$ cat src/pkg/msq_defs.svh
/*
 Timing constants of the measurement trigger and end-of-conversion sequencer.
 Assumes a 100 MHz ref_clk; all phase lengths are counted in 10 us ticks.
*/
`ifndef MSQ_DEFS_SVH
`define MSQ_DEFS_SVH

// Timebase
`define MSQ_CLK_NS        10
`define MSQ_TICK_US       10
`define MSQ_MS_US         1000
`define MSQ_TICK_CYC      (`MSQ_TICK_US * 1000 / `MSQ_CLK_NS)
`define MSQ_TK(us)        ((us) / `MSQ_TICK_US)

// Measurement interval, single quantity, in us
`define MSQ_S_XQ_US       3400
`define MSQ_S_FAST_US     11400
`define MSQ_S_MED50_US    41400
`define MSQ_S_MED60_US    34400
`define MSQ_S_SLOW50_US   156400
`define MSQ_S_SLOW60_US   149800

// Measurement interval, resistance plus voltage, in us
`define MSQ_C_XQ_US       6800
`define MSQ_C_FAST_US     22800
`define MSQ_C_MED50_US    82800
`define MSQ_C_MED60_US    68800
`define MSQ_C_SLOW50_US   257800
`define MSQ_C_SLOW60_US   251200

// Fixed overhead when averaging under external trigger, in us
`define MSQ_C_OVH_US      2800
`define MSQ_S_OVH_US      1400
`define MSQ_C_OVH50_US    57800
`define MSQ_C_OVH60_US    51200
`define MSQ_S_OVH50_US    56400
`define MSQ_S_OVH60_US    49800

// Calculation interval and its additions, in us
`define MSQ_CALC_US       300
`define MSQ_STATS_US      300
`define MSQ_REFTOL_US     150

// End-of-conversion hold under internal trigger, in us
`define MSQ_HOLD_XQ_US    1000
`define MSQ_HOLD_FAST_US  5000
`define MSQ_HOLD_MED_US   20000
`define MSQ_HOLD_SLOW_US  50000

`endif

$ cat src/pkg/msq_pkg.sv
/*
 Types of the measurement sequencer: sampling rate, cycle phase and the
 configuration bundle. Assumes the configuration comes from same-clock logic.
*/
package msq_pkg;

   typedef enum logic [1:0] {
      rate_extra_quick,
      rate_fast,
      rate_medium,
      rate_slow
   } msq_rate_t;

   typedef enum logic [1:0] {
      st_idle,
      st_delay,
      st_meas,
      st_calc
   } msq_state_t;

   typedef struct packed {
      logic        start_strobe_n_internal;
      logic        eoc_pulse;
      logic        err_sync;
      logic        combined;
      logic        line_60hz;
      logic        stats_on;
      logic        ref_tol;
      logic        avg_on;
      msq_rate_t   rate;
      logic [7:0]  avg_n;
      logic [15:0] delay_ticks;
      logic [15:0] pulse_ms;
   } msq_cfg_t;

endpackage : msq_pkg

$ cat src/rtl/msq_tick_gen.sv
/*
 Timebase prescaler: one-cycle tick every CYCLES clocks.
 Assumes a single free-running ref_clk.
*/
`timescale 1ns/1ps
`default_nettype none

module msq_tick_gen
#(
   parameter int CYCLES = 1000
)
(
   // Clock and reset
   input  wire logic ref_clk,
   input  wire logic rst,
   // Tick
   output logic      tick
);

   logic [31:0] div_reg;

   always_ff @(posedge ref_clk or posedge rst)
   begin
      if (rst)
      begin
         div_reg <= 32'h0;
         tick    <= 1'b0;
      end
      else if (div_reg == 32'(CYCLES - 1))
      begin
         div_reg <= 32'h0;
         tick    <= 1'b1;
      end
      else
      begin
         div_reg <= div_reg + 32'h1;
         tick    <= 1'b0;
      end
   end

endmodule : msq_tick_gen

`default_nettype wire

$ cat src/rtl/msq_sequencer.sv
/*
 Measurement cycle sequencer behind the external control port: start
 strobe, delay, measurement, calculation, end-of-conversion and fault.
 Assumes start_strobe_n and fault_in are asynchronous pins; cfg and
 comp_in come from logic on ref_clk.
*/
`timescale 1ns/1ps
`default_nettype none
`include "msq_defs.svh"

// Functional notes
// (RULE1) End-of-conversion style: latched level or timed pulse
// (RULE2) Pulse width is set in milliseconds
// (RULE3) Controller holds start low at least 0.5 ms
// (RULE4) Fault output follows fault within 1.5 ms
// (RULE5) Measurement length from rate, line, mode
// (RULE6) Calculation 0.3 ms plus statistics, tolerance additions
// (RULE7) External latched: held until next start strobe
// (RULE8) Pulse style: asserted for programmed width only
// (RULE9) Internal latched: fixed hold time per rate
// (RULE10) Internal averaging keeps measurement length unchanged
// (RULE11) External averaging scales length, fast rates
// (RULE12) External averaging at slow rate, larger overhead
// (RULE13) Synchronous fault published with end-of-conversion
// (RULE14) Controller waits settling time before start
// (RULE15) External: one cycle per falling start edge
// (RULE16) Start strobe ignored under internal triggering
// (RULE17) Removal indicator low only while measuring
// (RULE18) Power-up: end-of-conversion and removal asserted
// (RULE19) Delay, measure, calculate, then results together
module msq_sequencer
#(
   parameter int TICK_CYCLES = `MSQ_TICK_CYC,
   parameter int COMP_W      = 7
)
(
   // Clock and reset
   input  wire logic              ref_clk,
   input  wire logic              rst,
   // External control pins
   input  wire logic              start_strobe_n,
   input  wire logic              fault_in,
   // Configuration and comparator judgment
   input  wire msq_pkg::msq_cfg_t cfg,
   input  wire logic [COMP_W-1:0] comp_in,
   // Status outputs
   output logic                   eoc,
   output logic                   removal_out,
   output logic                   fault_out,
   output logic [COMP_W-1:0]      comp_out
);

   function automatic logic [31:0] meas_base(input msq_pkg::msq_cfg_t c);
      logic [31:0] t;
      t = 32'h0;
      unique case (c.rate)
         msq_pkg::rate_extra_quick:
            t = c.combined ? `MSQ_TK(`MSQ_C_XQ_US) : `MSQ_TK(`MSQ_S_XQ_US);
         msq_pkg::rate_fast:
            t = c.combined ? `MSQ_TK(`MSQ_C_FAST_US) : `MSQ_TK(`MSQ_S_FAST_US);
         msq_pkg::rate_medium:
            if (c.combined)
               t = c.line_60hz ? `MSQ_TK(`MSQ_C_MED60_US) : `MSQ_TK(`MSQ_C_MED50_US);
            else
               t = c.line_60hz ? `MSQ_TK(`MSQ_S_MED60_US) : `MSQ_TK(`MSQ_S_MED50_US);
         msq_pkg::rate_slow:
            if (c.combined)
               t = c.line_60hz ? `MSQ_TK(`MSQ_C_SLOW60_US) : `MSQ_TK(`MSQ_C_SLOW50_US);
            else
               t = c.line_60hz ? `MSQ_TK(`MSQ_S_SLOW60_US) : `MSQ_TK(`MSQ_S_SLOW50_US);
      endcase
      return t; // see RULE5
   endfunction : meas_base

   function automatic logic [31:0] meas_len(input msq_pkg::msq_cfg_t c);
      logic [31:0] base;
      logic [31:0] ovh;
      base = meas_base(c);
      if (c.rate == msq_pkg::rate_slow)
      begin
         if (c.combined)
            ovh = c.line_60hz ? `MSQ_TK(`MSQ_C_OVH60_US) : `MSQ_TK(`MSQ_C_OVH50_US);
         else
            ovh = c.line_60hz ? `MSQ_TK(`MSQ_S_OVH60_US) : `MSQ_TK(`MSQ_S_OVH50_US);
      end
      else
         ovh = c.combined ? `MSQ_TK(`MSQ_C_OVH_US) : `MSQ_TK(`MSQ_S_OVH_US); // see RULE11
      // Internal trigger keeps a running average, so the length stays put
      if (c.avg_on && !c.start_strobe_n_internal && c.avg_n > 8'h01) // see RULE10
         return 32'((base - ovh) * {24'h0, c.avg_n} + ovh); // see RULE12
      return base;
   endfunction : meas_len

   function automatic logic [31:0] calc_len(input msq_pkg::msq_cfg_t c);
      logic [31:0] t;
      t = `MSQ_TK(`MSQ_CALC_US);
      if (c.stats_on)
         t = t + `MSQ_TK(`MSQ_STATS_US);
      if (c.ref_tol)
         t = t + `MSQ_TK(`MSQ_REFTOL_US);
      return t; // see RULE6
   endfunction : calc_len

   function automatic logic [31:0] hold_len(input msq_pkg::msq_rate_t r);
      logic [31:0] t;
      t = 32'h0;
      unique case (r)
         msq_pkg::rate_extra_quick: t = `MSQ_TK(`MSQ_HOLD_XQ_US);
         msq_pkg::rate_fast:        t = `MSQ_TK(`MSQ_HOLD_FAST_US);
         msq_pkg::rate_medium:      t = `MSQ_TK(`MSQ_HOLD_MED_US);
         msq_pkg::rate_slow:        t = `MSQ_TK(`MSQ_HOLD_SLOW_US);
      endcase
      return t; // see RULE9
   endfunction : hold_len

   logic                 tick;
   logic                 start_s1_reg;
   logic                 start_s2_reg;
   logic                 start_s3_reg;
   logic                 fault_s1_reg;
   logic                 fault_s2_reg;
   msq_pkg::msq_state_t  state_reg;
   logic [31:0]          cnt_reg;
   logic [31:0]          meas_len_reg;
   logic [31:0]          eoc_cnt_reg;
   logic                 eoc_timed_reg;
   logic                 fault_seen_reg;
   logic                 fall;
   logic                 start_ev;
   logic                 phase_end;
   logic                 done;

   msq_tick_gen
   #(
      .CYCLES (TICK_CYCLES)
   )
   u_tick
   (
      .ref_clk (ref_clk),
      .rst     (rst),
      .tick    (tick)
   );

   // Both pins are asynchronous; first stage feeds only the second
   always_ff @(posedge ref_clk or posedge rst)
   begin
      if (rst)
      begin
         start_s1_reg <= 1'b1;
         start_s2_reg <= 1'b1;
         start_s3_reg <= 1'b1;
         fault_s1_reg <= 1'b0;
         fault_s2_reg <= 1'b0;
      end
      else
      begin
         start_s1_reg <= start_strobe_n;
         start_s2_reg <= start_s1_reg;
         start_s3_reg <= start_s2_reg;
         fault_s1_reg <= fault_in;
         fault_s2_reg <= fault_s1_reg;
      end
   end

   // A strobe shorter than one ref_clk period may be missed; the far side
   // keeps it low long enough (see RULE3) and lets the object settle (see RULE14)
   assign fall = start_s3_reg & ~start_s2_reg; // see RULE15
   // Edges outside idle are dropped: one cycle at a time
   assign start_ev = (state_reg == msq_pkg::st_idle) &&
                     (cfg.start_strobe_n_internal || fall); // see RULE16
   assign phase_end = (state_reg != msq_pkg::st_idle) && (cnt_reg == 32'h0);
   assign done = (state_reg == msq_pkg::st_calc) && (cnt_reg == 32'h0);

   // Cycle phases
   always_ff @(posedge ref_clk or posedge rst)
   begin
      if (rst)
      begin
         state_reg    <= msq_pkg::st_idle;
         cnt_reg      <= 32'h0;
         meas_len_reg <= 32'h0;
         removal_out  <= 1'b1; // see RULE18
      end
      else if (start_ev)
      begin
         state_reg    <= msq_pkg::st_delay;
         cnt_reg      <= {16'h0, cfg.delay_ticks};
         meas_len_reg <= meas_len(cfg);
      end
      else if (phase_end)
      begin
         unique case (state_reg)
            msq_pkg::st_delay:
            begin
               state_reg   <= msq_pkg::st_meas; // see RULE19
               cnt_reg     <= meas_len_reg;
               removal_out <= 1'b0; // see RULE17
            end
            msq_pkg::st_meas:
            begin
               state_reg   <= msq_pkg::st_calc;
               cnt_reg     <= calc_len(cfg);
               removal_out <= 1'b1;
            end
            default:
               state_reg   <= msq_pkg::st_idle;
         endcase
      end
      else if (tick && state_reg != msq_pkg::st_idle)
         cnt_reg <= cnt_reg - 32'h1;
   end

   // End-of-conversion; timed styles count ticks, latched waits for start
   always_ff @(posedge ref_clk or posedge rst)
   begin
      if (rst)
      begin
         eoc           <= 1'b1; // see RULE18
         eoc_cnt_reg   <= 32'h0;
         eoc_timed_reg <= 1'b0;
      end
      else if (done)
      begin
         eoc           <= 1'b1;
         eoc_timed_reg <= cfg.eoc_pulse || cfg.start_strobe_n_internal; // see RULE1
         if (cfg.eoc_pulse)
            eoc_cnt_reg <= 32'(32'(cfg.pulse_ms) * (`MSQ_MS_US / `MSQ_TICK_US)); // see RULE2
         else
            eoc_cnt_reg <= hold_len(cfg.rate); // see RULE9
      end
      else if (!eoc_timed_reg)
      begin
         if (start_ev)
            eoc <= 1'b0; // see RULE7
      end
      else if (eoc_cnt_reg == 32'h0)
         eoc <= 1'b0; // see RULE8
      else if (tick)
         eoc_cnt_reg <= eoc_cnt_reg - 32'h1;
   end

   // Fault and comparator results
   always_ff @(posedge ref_clk or posedge rst)
   begin
      if (rst)
      begin
         fault_seen_reg <= 1'b0;
         fault_out      <= 1'b0;
         comp_out       <= '0;
      end
      else
      begin
         if (phase_end && state_reg == msq_pkg::st_delay)
            fault_seen_reg <= 1'b0;
         else if (state_reg == msq_pkg::st_meas && fault_s2_reg)
            fault_seen_reg <= 1'b1;
         if (!cfg.err_sync)
            fault_out <= fault_s2_reg; // see RULE4
         else if (done)
            fault_out <= fault_seen_reg; // see RULE13
         if (done)
            comp_out <= comp_in; // see RULE19
      end
   end

   // Helpers for the checks below
   logic [31:0] ph_ticks_reg;
   logic [31:0] eoc_cyc_reg;
   logic [31:0] eoc_load_reg;
   logic [31:0] hold_now;
   logic [31:0] calc_now;
   logic [63:0] eoc_want;

   assign hold_now = hold_len(cfg.rate);
   assign calc_now = calc_len(cfg);
   assign eoc_want = 64'(eoc_load_reg) * 64'(TICK_CYCLES);

   always_ff @(posedge ref_clk or posedge rst)
   begin
      if (rst)
      begin
         ph_ticks_reg <= 32'h0;
         eoc_cyc_reg  <= 32'h0;
         eoc_load_reg <= 32'h0;
      end
      else
      begin
         if (phase_end || state_reg == msq_pkg::st_idle)
            ph_ticks_reg <= 32'h0;
         else if (tick)
            ph_ticks_reg <= ph_ticks_reg + 32'h1;
         eoc_cyc_reg <= (eoc && !done) ? eoc_cyc_reg + 32'h1 : 32'h0;
         if (done)
            eoc_load_reg <= cfg.eoc_pulse ?
                            32'(32'(cfg.pulse_ms) * (`MSQ_MS_US / `MSQ_TICK_US)) : hold_now;
      end
   end
endmodule : msq_sequencer

`default_nettype wire

$ cat config.mk
export PLATFORM = sky130hd
export DESIGN_NAME = msq_sequencer
export DESIGN_NICKNAME = d
export VERILOG_FILES = /design/src/pkg/msq_pkg.sv /design/src/rtl/msq_tick_gen.sv /design/src/rtl/msq_sequencer.sv
export VERILOG_INCLUDE_DIRS = /design/src /design/src/pkg
export SDC_FILE = /design/constraint.sdc
export NUM_CORES = 1
export LEC_CHECK = 0
export BUFFER_PORTS_ARGS = -buffer_cell sky130_fd_sc_hd__buf_2
export CAP_MARGIN = 20
export CORE_MARGIN = 1.5
export CORE_UTILIZATION = 60
export DETAILED_ROUTE_END_ITERATION = 8
export MAX_ROUTING_LAYER = met4
export PLACE_DENSITY = 0.78
export SLEW_MARGIN = 20
export SYNTH_ARGS = -nofsm -noshare
export SYNTH_HDL_FRONTEND = slang
export SYNTH_SLANG_ARGS = --single-unit
$ cat constraint.sdc
create_clock -name ref_clk -period 6.7 [get_ports ref_clk]
set_input_delay 1.34 -clock ref_clk [delete_from_list [all_inputs] [get_ports ref_clk]]
set_output_delay 1.34 -clock ref_clk [all_outputs]
set_load 0.1 [all_outputs]
==> results.txt <==
----------------------------------------------------
[Die]
  Placement row count ... 60
  Die Area ... 0.02831 mm²
  Standard cell core area ... 0.02688 mm²
  Die boundary height ... 168.3 µm
  Initial Utilization ... 0.6096
  Boundary pin count ... 71
  Die Span X ... 168.3 µm

[Clock network]
  Number of clock buffers inserted by TritonCTS ... 17
  Skew-Pair Late Insertion Delay ... 0.41 ns
  Clock tree from TritonCTS ... yes
  Bufs on Longest Clock Path ... 2
  Root Driver ... clkbuf_16
  Clock-pin slew reported for the worst setup and hold paths after clock tree synthesis ... 0.06 ns
  Number of clock sinks ... 146
  Max H-tree Level ... 4

[Detailed routing]
  Vias/cell ... 5.632
  Routed length per placed instance ... 17.20 µm
  Routed metal-1 wire length ... 18390 µm
  Remaining number of nets flagged by the antenna check after routing ... 0
  First-pass iteration count of the detailed router ... 5
  Routed wl met2 ... 21610 µm
  Detailed-route DRC error count ... 0
  Wirelength, routed ... 43630 µm
  DR vias ... 14280
  Highest routed layer ... met4
  Detailed-routed wire length on met3 ... 2463 µm
  Number of design-rule violations left by the first detailed-router iteration ... 1007

[Cells and area]
  Antenna Diode Count ... 0
  Most frequent standard cell in the layout excluding fill and tap cells ... inv_1
  Most frequent cells in the layout ... 309 x inv_1, 257 x buf_4, 159 x fa_1, 150 x nand2_1, 141 x dfrtp_1
  Count of nets after finishing ... 2547
  Share of cells above drive strength 1 ... 0.2410
  Total of fill cells in the finished design ... 1792
  Area growth from synthesis to layout ... 24.90%
  Number of non-filler instances in the completed layout ... 2536

[Hold path]
  Hold Path Cell Cnt ... 0
  Capture endpoint of the worst hold path ... fault_s2_reg$_DFF_PP0_
  Start point of the worst min-delay path ... fault_s1_reg$_DFF_PP0_
  Tightest Hold Check Type ... flop to flop

[Synthesis]
  Proportion of synthesized chip area in sequential cells ... 0.2234
  Top FF cell, synth ... dfrtp_1
  Seq cells post-synth ... 146
  Synth Cell Area ... 0.01638 mm²
  Gate count of the mapped netlist ... 1884
  Number of nets produced by synthesis ... 2249
  Area share of the largest cell type after synthesis ... 0.2153
  Main area contributors after synthesis ... dfrtp_1 22%, fa_1 20%, ha_1 11%, inv_1 7.4%, xnor2_1 4.1%
  Synthesis warning total ... 0
  Proportion of register bits with asynchronous set or reset after synthesis ... 1.000
  Library cell occupying the most area in the post-synthesis netlist ... dfrtp_1
  Post-synth EDFFs ... 0
  Mean Syn Cell Area ... 8.697 µm²
  Post-synthesis cell type count ... 73

[Place]
  Detailed placement HPWL ... 31550 µm
  Final GP Congestion ... 0.9453
  Port-buffer cells ... 70
  Cell count after placement ... 2427

[STA]
  Setup Viol. Count Final ... 23
  Top achievable clock speed ... 128.0 MHz
  PnR worst setup slack ... -1.110 ns
  Hold violation total from the final report ... 0
  Final critical-path required period ... 7.810 ns
  Crit share post-route ... 1.166
  Least-Margin Pin Slew ... 0.9880 ns
  Setup repair after global routing missed its margin ... yes
  Max Slew Vio Count ... 0
  Clk_skew ... 0.009605 ns
  Normalized max-slew margin ... 0.3413

[Worst setup path]
  Crit Path Max Fanout ... 4
  Critical path's largest stage delay ... 0.30 ns
  Register-to-Register Setup Slack ... 2.65 ns
  Type of destination of the critical path ... flop
  Required time of the critical path ... 6.98 ns
  R2R depth ... 11
  Type of origin of the critical path ... primary input
  Cell repeated most along the worst path ... buf_4
  Endpoint of the most critical register-to-register path ... cnt_reg[26]$_DFFE_PP0P_
  Launch point of the critical path ... cfg[40]
  Reg-to-Reg Start ... cnt_reg[0]$_DFFE_PP0P_
  WP data arrival ... 8.09 ns
  Path type of the worst setup path ... primary input to flop
  Worst-path cell with the longest stage delay ... a221oi_4

[GRT]
  Vias in the first global route ... 14690
  Pin count of the biggest net entering global routing ... 82
  GRT Overall Usage ... 0.3203
  Number of antenna violations at the first check in global routing ... 0
  Total grt overflow ... 0
  Global-route wire length before repair ... 71080 µm

[Outcome]
  Result of the run ... complete, but fails checks
  Violations in the final reports ... setup timing

[Flow run]
  Number of violations of the max-capacitance limit ... 0

----------------------------------------------------
## worst max-delay path: cells and delay by family
family	cells	cell delay, ns
and+or+nand+nor	1	0.06
buffers and inverters	49	6.02
AOI/OAI and AO/OA	3	0.46
adders and majority gates	1	0.17
## worst max-delay path by stage
stage | endpoint | slack [ns] | cells past startpoint
after floorplan | meas_len_reg[30]$_DFFE_PP0P_ | -1.15 | 31
after global placement | meas_len_reg[21]$_DFFE_PP0P_ | -1.53 | 29
after detailed placement | meas_len_reg[21]$_DFFE_PP0P_ | -1.65 | 29
after CTS | meas_len_reg[28]$_DFFE_PP0P_ | -0.79 | 33
after global routing | meas_len_reg[30]$_DFFE_PP0P_ | -1.25 | 33
final | meas_len_reg[8]$_DFFE_PP0P_ | -1.11 | 54
## kinds of logic (layout without fill, tap and decap cells)
family                   after synthesis  after routing  synth area share
AND/OR/NAND/NOR                      580            580            0.1829
buffers and inverters                387            698           0.08958
AO/OA/AOI/OAI                        336            336            0.1260
adder cells (fa/ha/maj)              304            304            0.3064
flip-flops                           146            146            0.2234
XOR/XNOR                             121            121           0.06552
multiplexers                          10             10          0.006262
## repair_timing
item | CTS | global route
pin swaps | 76 | 53
gates cloned | 0 | 0
setup buffers | 63 | 16
resized for setup | 108 | 57
hold buffers | 0 | 0
endpoints found under the setup margin | 24 | 25
## area by class of cell
cell class	instances	area [µm²]	area share
clock inverter	13	158.9	0.007765
clock buffer	19	452.9	0.02213
tap	341	426.7	0.02085
timing repair buffer	341	2505	0.1224
sequential	146	3660	0.1788
multi-input combinational	1351	12020	0.5875
inverter	325	1237	0.06047
## metrics by stage
step / setup slack [ns] / TNS (ns) / util / hold slack [ns] / cell area, µm²
after floorplan: -1.147 / -15.53 / - / 0.3312 / 16590
after global placement: -1.527 / -29.82 / 0.6917 / 0.3442 / 18590
after detailed placement: -1.648 / -32.72 / 0.6917 / 0.3403 / 18590
after CTS: -0.7938 / -13.77 / 0.7482 / 0.3594 / 20110
after global routing: -1.254 / -24.17 / 0.7614 / 0.3629 / 20460
final: -1.110 / -18.84 / 0.7614 / 0.3577 / 20460
## metal layers
| layer | global-route usage | vias to the layer above |
|---|---|---|
| li1 | - | 6722 |
| met1 | 0.4099 | 6981 |
| met2 | 0.5403 | 482 |
| met3 | 0.03079 | 98 |
| met4 | 0.1005 | 0 |
| met5 | - | - |
## synth_stat cells, types with 3 or more instances
library cell,number
and4_1,3
inv_1,325
o211ai_1,3
nor2b_1,44
o31ai_1,10
o22ai_1,7
dfrtp_1,141
o22a_1,8
xor2_1,43
o21ai_0,69
nor3_1,32
dfstp_2,5
nor4_1,20
mux2i_1,8
or4_1,4
a211oi_1,18
a221oi_1,4
clkbuf_1,49
nor2_1,115
o21ai_1,10
ha_1,142
a21o_1,15
or3_1,20
nand4_1,12
o21a_1,18
buf_2,12
nand3_1,29
and3_1,10
a31oi_1,11
a22oi_1,4
or2_2,7
a22o_1,10
o41ai_1,3
a41oi_1,3
fa_1,162
and2_1,83
nand2_1,154
o31a_1,3
xnor2_1,77
a21oi_1,122
nand2b_1,29
Power is left out: the tool's default activity adds up to more than one toggle a clock period on the data nets, which glitch-free logic cannot reach.
